## src/fetm_pkg.sv

```systemverilog
// Constants for the front-end trigger and nonlinear source mux.
// Assumes byte addressing on a 32-bit APB with word-aligned registers.
package fetm_pkg;

  localparam int          NUM_FE      = 3;
  localparam int          NUM_PWM     = 4;
  localparam int          ROUTE_W     = 14;

  // Register byte addresses, one word per front-end instance
  localparam logic [31:0] FE0_ROUTING_ADDR = 32'h0012_0000;
  localparam logic [31:0] FE1_ROUTING_ADDR = 32'h0012_0004;
  localparam logic [31:0] FE2_ROUTING_ADDR = 32'h0012_0008;

  // Field positions
  localparam int          FIRST_EDGE_LSB  = 0;
  localparam int          SECOND_EDGE_LSB = 4;
  localparam int          CYCLE_SYNC_LSB  = 8;
  localparam int          NONLINEAR_SOURCE_SELECT_LSB      = 12;
  localparam int          NONLINEAR_SOURCE_SELECT_W        = 2;

  // Nonlinear source codes
  localparam logic [1:0]  NL_FILTER0  = 2'h0;
  localparam logic [1:0]  NL_FILTER1  = 2'h1;
  localparam logic [1:0]  NL_FILTER2  = 2'h2;

  // Reset values of the three routing words
  localparam logic [13:0] FE0_ROUTING_RST = 14'h0000;
  localparam logic [13:0] FE1_ROUTING_RST = 14'h1000;
  localparam logic [13:0] FE2_ROUTING_RST = 14'h2000;

endpackage : fetm_pkg

```

## src/fetm_route_if.sv

```systemverilog
// Carrier between the register block and one routing lane.
// Assumes all signals live on mclk.
`timescale 1ns/1ps
interface fetm_route_if #(
  parameter int NL_W = 4
);
  logic [13:0]     routing;
  logic [3:0]      cycleSync;
  logic [3:0]      secondEdge;
  logic [3:0]      firstEdge;
  logic [NL_W-1:0] nlFilter0;
  logic [NL_W-1:0] nlFilter1;
  logic [NL_W-1:0] nlFilter2;
  logic            trigger;
  logic [NL_W-1:0] nlResult;

  modport regs (
    output routing, cycleSync, secondEdge, firstEdge, nlFilter0, nlFilter1, nlFilter2,
    input  trigger, nlResult
  );
  modport lane (
    input  routing, cycleSync, secondEdge, firstEdge, nlFilter0, nlFilter1, nlFilter2,
    output trigger, nlResult
  );
endinterface : fetm_route_if

```

## src/fetm_route_lane.sv

```systemverilog
// One routing lane: gates PWM triggers and picks a filter's nonlinear result.
// Assumes trigger pulses come from logic on mclk, so no synchroniser.
`timescale 1ns/1ps
module fetm_route_lane #(
  parameter int NL_W = 4
) (
  // Clock and reset
  input  wire logic   mclk,
  input  wire logic   rst_n,
  // Register side and outputs
  fetm_route_if.lane  lane
);

  logic [3:0]      cycleSyncEn;
  logic [3:0]      secondEdgeEn;
  logic [3:0]      firstEdgeEn;
  logic [1:0]      nlSelect;
  logic            trigger_next;
  logic [NL_W-1:0] nlResult_next;
  logic            trigger_reg;
  logic [NL_W-1:0] nlResult_reg;

  assign cycleSyncEn  = lane.routing[fetm_pkg::CYCLE_SYNC_LSB +: 4];
  assign secondEdgeEn = lane.routing[fetm_pkg::SECOND_EDGE_LSB +: 4];
  assign firstEdgeEn  = lane.routing[fetm_pkg::FIRST_EDGE_LSB +: 4];
  assign nlSelect     = lane.routing[fetm_pkg::NONLINEAR_SOURCE_SELECT_LSB +: fetm_pkg::NONLINEAR_SOURCE_SELECT_W];

  // Any routed source fires the lane trigger
  assign trigger_next = |(lane.cycleSync & cycleSyncEn)
                      | |(lane.secondEdge & secondEdgeEn)
                      | |(lane.firstEdge & firstEdgeEn);

  always_comb begin
    case (nlSelect)
      fetm_pkg::NL_FILTER0: nlResult_next = lane.nlFilter0;
      fetm_pkg::NL_FILTER1: nlResult_next = lane.nlFilter1;
      fetm_pkg::NL_FILTER2: nlResult_next = lane.nlFilter2;
      // Reserved code drives a neutral zero rather than a stale filter
      default:              nlResult_next = '0;
    endcase
  end

  // Registered so the top outputs come from flip-flops; costs one cycle
  always_ff @(posedge mclk or negedge rst_n) begin
    if (!rst_n) begin
      trigger_reg <= 1'b0;
    end else begin
      trigger_reg <= trigger_next;
    end
  end

  always_ff @(posedge mclk or negedge rst_n) begin
    if (!rst_n) begin
      nlResult_reg <= '0;
    end else begin
      nlResult_reg <= nlResult_next;
    end
  end

  assign lane.trigger  = trigger_reg;
  assign lane.nlResult = nlResult_reg;

endmodule : fetm_route_lane

```

## src/fetm_trigger_mux.sv

```systemverilog
// Front-end trigger and nonlinear source mux: three APB routing words,
// each steering one front-end control's trigger and nonlinear input.
// Assumes PWM pulses and filter results are synchronous to mclk.
//
// Function
// - Field 13:12 picks filter 0, 1 or 2 as source of the nonlinear result.
// - The words sit at 0x00120000, 0x00120004, 0x00120008 and the first resets all zero.
// - The second word resets its nonlinear source field to 1.
// - The third word resets its nonlinear source field to 2.
// - Bits 11:8 gate cycle sync pulses of PWM 3..0 onto the lane trigger.
// - Bits 7:4 gate second-edge triggers of PWM 3..0 onto the lane trigger.
// - Bits 3:0 gate first-edge triggers of PWM 3..0 onto the lane trigger.
// - All trigger enables reset to zero and every field is read/write.
`timescale 1ns/1ps
module fetm_trigger_mux #(
  parameter int NL_W = 4
) (
  // Clock and reset
  input  wire logic                   mclk,
  input  wire logic                   rst_n,
  // APB slave
  input  wire logic                   psel,
  input  wire logic                   penable,
  input  wire logic                   pwrite,
  input  wire logic [31:0]            paddr,
  input  wire logic [31:0]            pwdata,
  input  wire logic [3:0]             pstrb,
  output logic      [31:0]            prdata,
  output logic                        pready,
  output logic                        pslverr,
  // PWM trigger sources, bit n from channel n
  input  wire logic [3:0]             pwmCycleSync,
  input  wire logic [3:0]             pwmSecondEdge,
  input  wire logic [3:0]             pwmFirstEdge,
  // Filter nonlinear results, filter n in slice n
  input  wire logic [3*NL_W-1:0]      filterNonlinearResult,
  // Front-end control outputs, lane n in bit or slice n
  output logic      [2:0]             feTrigger,
  output logic      [3*NL_W-1:0]      feNonlinearResult
);

  if (NL_W < 1) begin : gChk
    $error("NL_W must be at least 1");
  end

  localparam int NFE  = fetm_pkg::NUM_FE;
  localparam int NPWM = fetm_pkg::NUM_PWM;
  localparam int RW   = fetm_pkg::ROUTE_W;

  // The field layout below is fixed; refuse a package that disagrees
  if (NFE != 3) begin : gChkLanes
    $error("Exactly three front-end lanes are decoded");
  end
  if (NPWM != 4) begin : gChkPwm
    $error("Each trigger group holds four PWM channels");
  end
  if (RW != 14) begin : gChkWidth
    $error("Routing word must be fourteen bits wide");
  end
  if (fetm_pkg::NONLINEAR_SOURCE_SELECT_LSB + fetm_pkg::NONLINEAR_SOURCE_SELECT_W != RW) begin : gChkTop
    $error("Source select must sit at the top of the routing word");
  end
  if (fetm_pkg::CYCLE_SYNC_LSB != fetm_pkg::SECOND_EDGE_LSB + NPWM) begin : gChkSync
    $error("Cycle sync group must follow the second-edge group");
  end
  if (fetm_pkg::SECOND_EDGE_LSB != fetm_pkg::FIRST_EDGE_LSB + NPWM) begin : gChkEdge
    $error("Second-edge group must follow the first-edge group");
  end
  if (fetm_pkg::FIRST_EDGE_LSB != 0) begin : gChkBase
    $error("First-edge group must start at bit zero");
  end

  // Reset words must match the source codes and leave every trigger blocked
  if (fetm_pkg::FE0_ROUTING_RST[13:12] != fetm_pkg::NL_FILTER0) begin : gChkRst0
    $error("First word must reset to filter 0");
  end
  if (fetm_pkg::FE1_ROUTING_RST[13:12] != fetm_pkg::NL_FILTER1) begin : gChkRst1
    $error("Second word must reset to filter 1");
  end
  if (fetm_pkg::FE2_ROUTING_RST[13:12] != fetm_pkg::NL_FILTER2) begin : gChkRst2
    $error("Third word must reset to filter 2");
  end
  if (fetm_pkg::FE0_ROUTING_RST[11:0] != 12'h000) begin : gChkEn0
    $error("First word must reset with all triggers blocked");
  end
  if (fetm_pkg::FE1_ROUTING_RST[11:0] != 12'h000) begin : gChkEn1
    $error("Second word must reset with all triggers blocked");
  end
  if (fetm_pkg::FE2_ROUTING_RST[11:0] != 12'h000) begin : gChkEn2
    $error("Third word must reset with all triggers blocked");
  end

  logic [13:0] routing_reg [NFE];
  logic [1:0]  hitIndex;
  logic        hitValid;
  logic        setupPhase;
  logic        writeStrobe;
  logic [31:0] prdata_reg;
  logic        pready_reg;
  logic        pslverr_reg;
  logic [2:0]  laneTrigger;
  logic [3*NL_W-1:0] laneResult;

  typedef enum {
    BUS_IDLE,
    BUS_ANSWER
  } fetm_bus_state_t;

  fetm_bus_state_t busState_reg;
  fetm_bus_state_t busState_next;

  // Field view of each routing word
  logic [1:0]  nonlinearSourceSelect [NFE];
  logic [3:0]  cycleSyncRoute        [NFE];
  logic [3:0]  secondEdgeRoute       [NFE];
  logic [3:0]  firstEdgeRoute        [NFE];
  logic [13:0] readWord              [NFE];
  logic [13:0] writeMask;
  logic [13:0] writeData;
  logic [31:0] readData;

  // Address decode over the full byte address
  always_comb begin
    hitValid = 1'b1;
    hitIndex = 2'h0;
    if (paddr == fetm_pkg::FE0_ROUTING_ADDR) begin
      hitIndex = 2'h0;
    end else if (paddr == fetm_pkg::FE1_ROUTING_ADDR) begin
      hitIndex = 2'h1;
    end else if (paddr == fetm_pkg::FE2_ROUTING_ADDR) begin
      hitIndex = 2'h2;
    end else begin
      hitValid = 1'b0;
    end
  end

  assign setupPhase  = psel & ~penable;
  // Write lands at the completing edge of the access phase only
  assign writeStrobe = psel & penable & pready_reg & pwrite & hitValid;

  // Zero-wait slave: one answer cycle per setup, so back-to-back setups
  // re-enter the answer state without an idle cycle between them
  always_comb begin
    busState_next = busState_reg;
    case (busState_reg)
      BUS_IDLE: begin
        if (setupPhase) begin
          busState_next = BUS_ANSWER;
        end
      end
      BUS_ANSWER: begin
        if (setupPhase) begin
          busState_next = BUS_ANSWER;
        end else begin
          busState_next = BUS_IDLE;
        end
      end
      default: begin
        busState_next = BUS_IDLE;
      end
    endcase
  end

  always_ff @(posedge mclk or negedge rst_n) begin
    if (!rst_n) begin
      busState_reg <= BUS_IDLE;
    end else begin
      busState_reg <= busState_next;
    end
  end

  // Ready comes straight from a flop: high for exactly the first access cycle
  always_ff @(posedge mclk or negedge rst_n) begin
    if (!rst_n) begin
      pready_reg <= 1'b0;
    end else begin
      pready_reg <= (busState_next == BUS_ANSWER);
    end
  end

  // Lane 0 covers bits 7:0, lane 1 bits 13:8; bits above 13 have no storage
  always_comb begin
    writeMask = 14'h0000;
    if (pstrb[0]) begin
      writeMask[7:0] = 8'hFF;
    end
    if (pstrb[1]) begin
      writeMask[13:8] = 6'h3F;
    end
  end

  assign writeData = pwdata[13:0];

  // Zero-extended read word; a miss selects word 0, zeroed by the capture below
  always_comb begin
    readData = 32'h0000_0000;
    if (hitIndex == 2'h0) begin
      readData = {18'h0_0000, readWord[0]};
    end else if (hitIndex == 2'h1) begin
      readData = {18'h0_0000, readWord[1]};
    end else if (hitIndex == 2'h2) begin
      readData = {18'h0_0000, readWord[2]};
    end
  end

  always_ff @(posedge mclk or negedge rst_n) begin
    if (!rst_n) begin
      pslverr_reg <= 1'b0;
    end else if (setupPhase) begin
      pslverr_reg <= ~hitValid;
    end else begin
      pslverr_reg <= 1'b0;
    end
  end

  // Read data captured in setup; no write can land between setup and access
  always_ff @(posedge mclk or negedge rst_n) begin
    if (!rst_n) begin
      prdata_reg <= 32'h0000_0000;
    end else if (setupPhase && !pwrite && hitValid) begin
      prdata_reg <= readData;
    end else begin
      prdata_reg <= 32'h0000_0000;
    end
  end

  for (genvar g = 0; g < NFE; g++) begin : gLane
    localparam logic [13:0] RST = (g == 0) ? fetm_pkg::FE0_ROUTING_RST :
                                  (g == 1) ? fetm_pkg::FE1_ROUTING_RST :
                                             fetm_pkg::FE2_ROUTING_RST;

    assign nonlinearSourceSelect[g] = routing_reg[g][fetm_pkg::NONLINEAR_SOURCE_SELECT_LSB +: fetm_pkg::NONLINEAR_SOURCE_SELECT_W];
    assign cycleSyncRoute[g]        = routing_reg[g][fetm_pkg::CYCLE_SYNC_LSB +: 4];
    assign secondEdgeRoute[g]       = routing_reg[g][fetm_pkg::SECOND_EDGE_LSB +: 4];
    assign firstEdgeRoute[g]        = routing_reg[g][fetm_pkg::FIRST_EDGE_LSB +: 4];
    assign readWord[g]              = {nonlinearSourceSelect[g], cycleSyncRoute[g],
                                       secondEdgeRoute[g], firstEdgeRoute[g]};

    // Bits 13:8 in lane 1, 7:0 in lane 0; upper lanes carry nothing
    always_ff @(posedge mclk or negedge rst_n) begin
      if (!rst_n) begin
        routing_reg[g] <= RST;
      end else if (writeStrobe && hitIndex == 2'(g)) begin
        // Unstrobed bytes keep their stored value
        routing_reg[g] <= (routing_reg[g] & ~writeMask) | (writeData & writeMask);
      end
    end

    fetm_route_if #(.NL_W(NL_W)) link ();

    assign link.routing    = routing_reg[g];
    assign link.cycleSync  = pwmCycleSync;
    assign link.secondEdge = pwmSecondEdge;
    assign link.firstEdge  = pwmFirstEdge;
    assign link.nlFilter0  = filterNonlinearResult[0*NL_W +: NL_W];
    assign link.nlFilter1  = filterNonlinearResult[1*NL_W +: NL_W];
    assign link.nlFilter2  = filterNonlinearResult[2*NL_W +: NL_W];

    fetm_route_lane #(.NL_W(NL_W)) uLane (
      .mclk (mclk),
      .rst_n(rst_n),
      .lane (link.lane)
    );

    assign laneTrigger[g]           = link.trigger;
    assign laneResult[g*NL_W +: NL_W] = link.nlResult;
  end

  assign prdata            = prdata_reg;
  assign pready            = pready_reg;
  assign pslverr           = pslverr_reg;
  assign feTrigger         = laneTrigger;
  assign feNonlinearResult = laneResult;

endmodule : fetm_trigger_mux

```

## config.mk

```make
export PLATFORM = sky130hd
export DESIGN_NAME = fetm_trigger_mux
export DESIGN_NICKNAME = d
export VERILOG_FILES = /design/src/fetm_pkg.sv /design/src/fetm_route_if.sv /design/src/fetm_route_lane.sv /design/src/fetm_trigger_mux.sv
export SDC_FILE = /design/constraint.sdc
export NUM_CORES = 1
export LEC_CHECK = 0
export BUFFER_PORTS_ARGS = -buffer_cell sky130_fd_sc_hd__buf_2
export CORE_MARGIN = 2
export CORE_UTILIZATION = 50
export CTS_CLUSTER_SIZE = 28
export DETAILED_ROUTE_END_ITERATION = 8
export PLACE_DENSITY = 0.8
export SLEW_MARGIN = 15
export SYNTH_ARGS = -nofsm -noshare
export SYNTH_HDL_FRONTEND = slang
export SYNTH_SLANG_ARGS = --single-unit
```

## constraint.sdc

```tcl
create_clock -name mclk -period 2.1 [get_ports mclk]
set_input_delay 0.315 -clock mclk [delete_from_list [all_inputs] [get_ports mclk]]
set_output_delay 0.315 -clock mclk [all_outputs]
set_load 0.05 [all_outputs]
```

# [After elaboration in Yosys (flattened, before gate mapping)]
# Index checks and enable logic that the tools add are counted.
[totals] regBits=123 input_bits=97 out_inout_bits=49
[classes] n_eq_ne=13 muxes=19 bitwise=30 reduce_logical=20
[op_table] op="equality test 32 x 21 -> 1 bit, second input constant" n=3
[op_table] op="two-way mux 32 bit" n=2
[op_table] op="one-hot mux 32 bit (2 select lines)" n=1
[op_table] op="AND 14 bit" n=4
[op_table] op="two-way mux 14 bit" n=3
[op_table] op="OR 14 bit" n=3
[op_table] op="AND 4 bit" n=9
[op_table] op="one-hot mux 4 bit (3 select lines)" n=3
[op_table] op="OR reduction 4 bit" n=9
[op_table] op="equality test 32 x 1 -> 1 bit, second input constant" n=1
[op_table] op="equality test 32 x 2 -> 1 bit, second input constant" n=1
[op_table] op="zero test 32 bit" n=1
[op_table] op="inverter 14 bit" n=1
[op_table] op="equality test 2 x 1 -> 1 bit, second input constant" n=4
[op_table] op="equality test 2 bit, second input constant" n=4
[op_table] op="zero test 2 bit" n=4
[op_table] op="two-way mux 8 bit" n=1
[op_table] op="two-way mux 2 bit" n=3
[op_table] op="two-way mux 6 bit" n=1
[op_table] op="OR 1 bit" n=6
[op_table] op="AND 1 bit" n=5
[op_table] op="logical AND 1 bit" n=5
[op_table] op="two-way mux 1 bit" n=5
[op_table] op="inverter 1 bit" n=2
[op_table] op="zero test 1 bit" n=1

# [Logic depth before layout (Yosys ltp)]
[depth] depth_word=9 ltp_mapped=6 depth_no_buf=4

# [Modules after synthesis]
# A second synthesis with hierarchy kept.
[hier_totals] hier_cells=326 area_unflattened_um2=4545.6
[modules_own_cells] mod="fetm_trigger_mux" n_inst=1 cells_per_inst=248 area_each_um2=3667.3 seq_area_each_um2=2229.6
[modules_own_cells] mod="fetm_route_lane" n_inst=3 cells_per_inst=26 area_each_um2=292.8 seq_area_each_um2=125.1

# [Least setup slack after synthesis]
# Ideal clock, no wire load.
[synth_path] kind="register to register" from="register pready_reg, in the netlist pready" to="register (tool-made name)" setup_ns=0.125 arrival_ns=1.876 required_time_ns=1.975 path_slack_ns=0.099 stages_incl_launch_ff=6 path_buffers=1 period_less_slack_ns=2.001 path_cell_list="dfrtp_1 > and4_1 > clkbuf_1 > nand3_1 > nor3_4 > mux2_4"
[synth_lines] item="from (decl)" line="fetm_trigger_mux.sv:99" text="logic pready_reg;"
[synth_lines] item="from (signal assigned)" line="fetm_trigger_mux.sv:177" text="pready_reg <= (busState_next == BUS_ANSWER);"

==> summary.md <==
| Metric | Value |
|---|---|
| Worst Max-Slew Pin Slew | 0.509 ns |
| Post-cts resize count | 0 |
| Status | finished clean |
| Top area cells in the synthesized netlist | dfrtp_1 (57%), mux2_2 (8.6%), a22o_1 (4.5%) |
| Total power draw | 3.67 mW |
| DR DRC count | 0 |
| # port buffers | 107 |
| Unrepaired setup endpoints after global routing | no |
| Vias in the first global route | 3216 |
| Cell Area, Synth | 0.00447 mm^2 |
| Post-DP HPWL | 7190 um |
| Pleak | 2.70 nW |
| # H-tree levels | 3 |
| Post-synthesis sequential area ratio | 0.583 |
| Die width | 98.6 um |
| Core area | 0.00868 mm^2 |
| Via-per-instance ratio | 5.38 |
| GPL Wtd Cong | 0.945 |
| Post-synthesis register bit count | ~100 |
| Skew-Pair Late Insertion Delay | 0.36 ns |
| Starting DRT DRC Count | 130 |
| Final WS setup | 0.425 ns |
| Clock Root Buffer | clkbuf_8 |
| Largest net degree at the start of global routing | 41 |
| Die area | 0.00971 mm^2 |
| I/O pins | 146 |
| Clock sink total | 104 |
| Fmax | 597 MHz |
| Distinct cells, synth | 29 |
| Final hold vios | 0 |
| Die Ht | approximately 99 um |
| Pwr/cell area | 670 mW/mm^2 |
| Fin Setup TNS | 0 ns |
| Final WL | roughly 9300 um |
| Clock slew at reported path FFs | 0.10 ns |
| Worst Path Arrival | 1.92 ns |
| HP Class | in2reg |
| Synth top area share | 0.571 |
| Required time worst endpoint | 2.34 ns |
| Hold_ws | around 0.19 ns |
| Share of layout cells above drive strength 1 | 0.408 |
| Row cnt | 34 |
| Fin crit period | 1.67 ns |
| Setup Skew | ~0.011 ns |
| Via count | 3147 |
| Initial core utilization | 0.515 |
| Initial antenna violation count | 0 |
| 1st-pass router iterations | 6 |
| Post-synthesis cell count | 326 |
| CTS tree | yes |
| CTS Buf Count | 9 |
| GR Util All Layers | 0.201 |
| Total Nets Final | 568 |
| Crit path kind | in2reg |
| First-pass GRT wire length | 15400 um |
| Tcrit/Tclk final | 0.797 |
| Max_cap viols | 0 |
| Area grow syn2layout | 22.6% |
| Peak supply drop | 0.000394 V |
| GRT Residual Overflow | 0 |
| Worst Setup End Kind | register |
| Worst slew margin | 0.661 |
| Post-route ant nets | 0 |
| Worst slack, placed | 0.0398 ns |
| Post-synth top area cell | dfrtp_1 |
| Max-slew violation count | 0 |
| Avg WL per Cell | 16.0 um |
| Worst-case clock buffer depth | 2 |
| Synth Warn # | 0 |
| Synth Area per Inst | 13.7 um^2 |
| CP max FO | 8 |
| Count of final setup violators | 0 |
| Startpoint types | input pin |
layout by cell type (no fill, tap or decap), types with 5 or more instances in the layout:
cell / Yosys / final
nor4_1: 8 / 7
dfrtp_1: 102 / 102
nand2_1: 13 / 13
nor2b_1: 5 / 5
nor2_1: 17 / 17
buf_2: 0 / 106
a22oi_1: 14 / 14
mux2_2: 34 / 34
mux2i_1: 12 / 12
nor4_4: 5 / 5
nor3_4: 6 / 6
a221oi_1: 9 / 9
o21ai_0: 12 / 12
nand3_1: 10 / 10
clkbuf_8: 0 / 9
conb_1: 1 / 49
a22o_1: 23 / 23
buf_4: 21 / 8
mux2_4: 8 / 8
Yosys cell counts (all sizes together):
cell type	count
or4	1
nor4b	2
nor4	13
nand4	3
clkbuf	12
dfrtp	102
and4	1
nor3b	1
buf	21
a21oi	1
mux2i	12
a22oi	14
a221oi	9
nor2	17
nand3	10
nand2b	1
conb	1
or2	1
mux2	42
nor3	7
nor2b	5
o21ai	12
nand2	13
dfstp	2
a22o	23
path summary, 6_finish.rpt:
check,to,startpoint,slack (ns),cells after the start
hold reg to reg,pready,busState_reg[13],0.51,2
setup reg to reg,register,pready,0.43,4
hold / removal,gLane[0].uLane.lane.nlResult[0],filterNonlinearResult[8],0.19,3
max in group asynchronous,asynchronous set/reset pin,rst_n,0.97,3
min in group asynchronous,prdata[10],rst_n,0.45,2
setup / recovery,register,paddr[0],0.43,5
final cells by class:
cell class	instances	area [um^2]
antenna	1	2.50
clock buffer	9	124
clock inverter	7	83.8
fill	680	3200
multi-input combinational	237	1850
sequential	104	2610
tap	108	135
timing repair buffer	119	681
through the flow:
stage                     cell area, um^2  instances   util
after floorplan                      4650        374      -
after global placement               5260        567  0.606
after CTS                            5480        584  0.631
after global routing                 5480        584  0.631
after detailed placement             5260        567  0.606
final                                5480        585  0.631
report_power, final:
part | switching, mW | internal, mW
Sequential | 0.0104 | 2.04
Clock | 0.694 | 0.576
Combinational | 0.257 | 0.0926
per-layer routing:
metal,wire length (um),part of all wire,track usage,vias up
met5,0,0,0,-
met4,305,0.033,0.0969,0
met3,605,0.065,0.0461,32
met2,4780,0.51,0.337,126
met1,3660,0.39,0.247,1555
li1,-,-,-,1434
critical path: stages:
cell and delay, ns:
buf_2 0.12, nor4_4 0.32, nand4_4 0.31, nor3_4 0.45
mux2_2 0.38
kinds of logic after synthesis:
kind of cell           Yosys count  synth area share
flip-flops                     104             0.583
AND/OR/NAND/NOR                 75             0.131
AO/OA/AOI/OAI                   59             0.101
multiplexers                    54             0.139
buffers and inverters           33            0.0453
other                            1          0.000839
repair_timing:
item / CTS / global route
hold buffers: 1 / 0
hold endpoints to repair: 37 / 0
setup buffers: 0 / 0
endpoints found under the setup margin: 0 / 0
(Power assumes the default switching activity.)
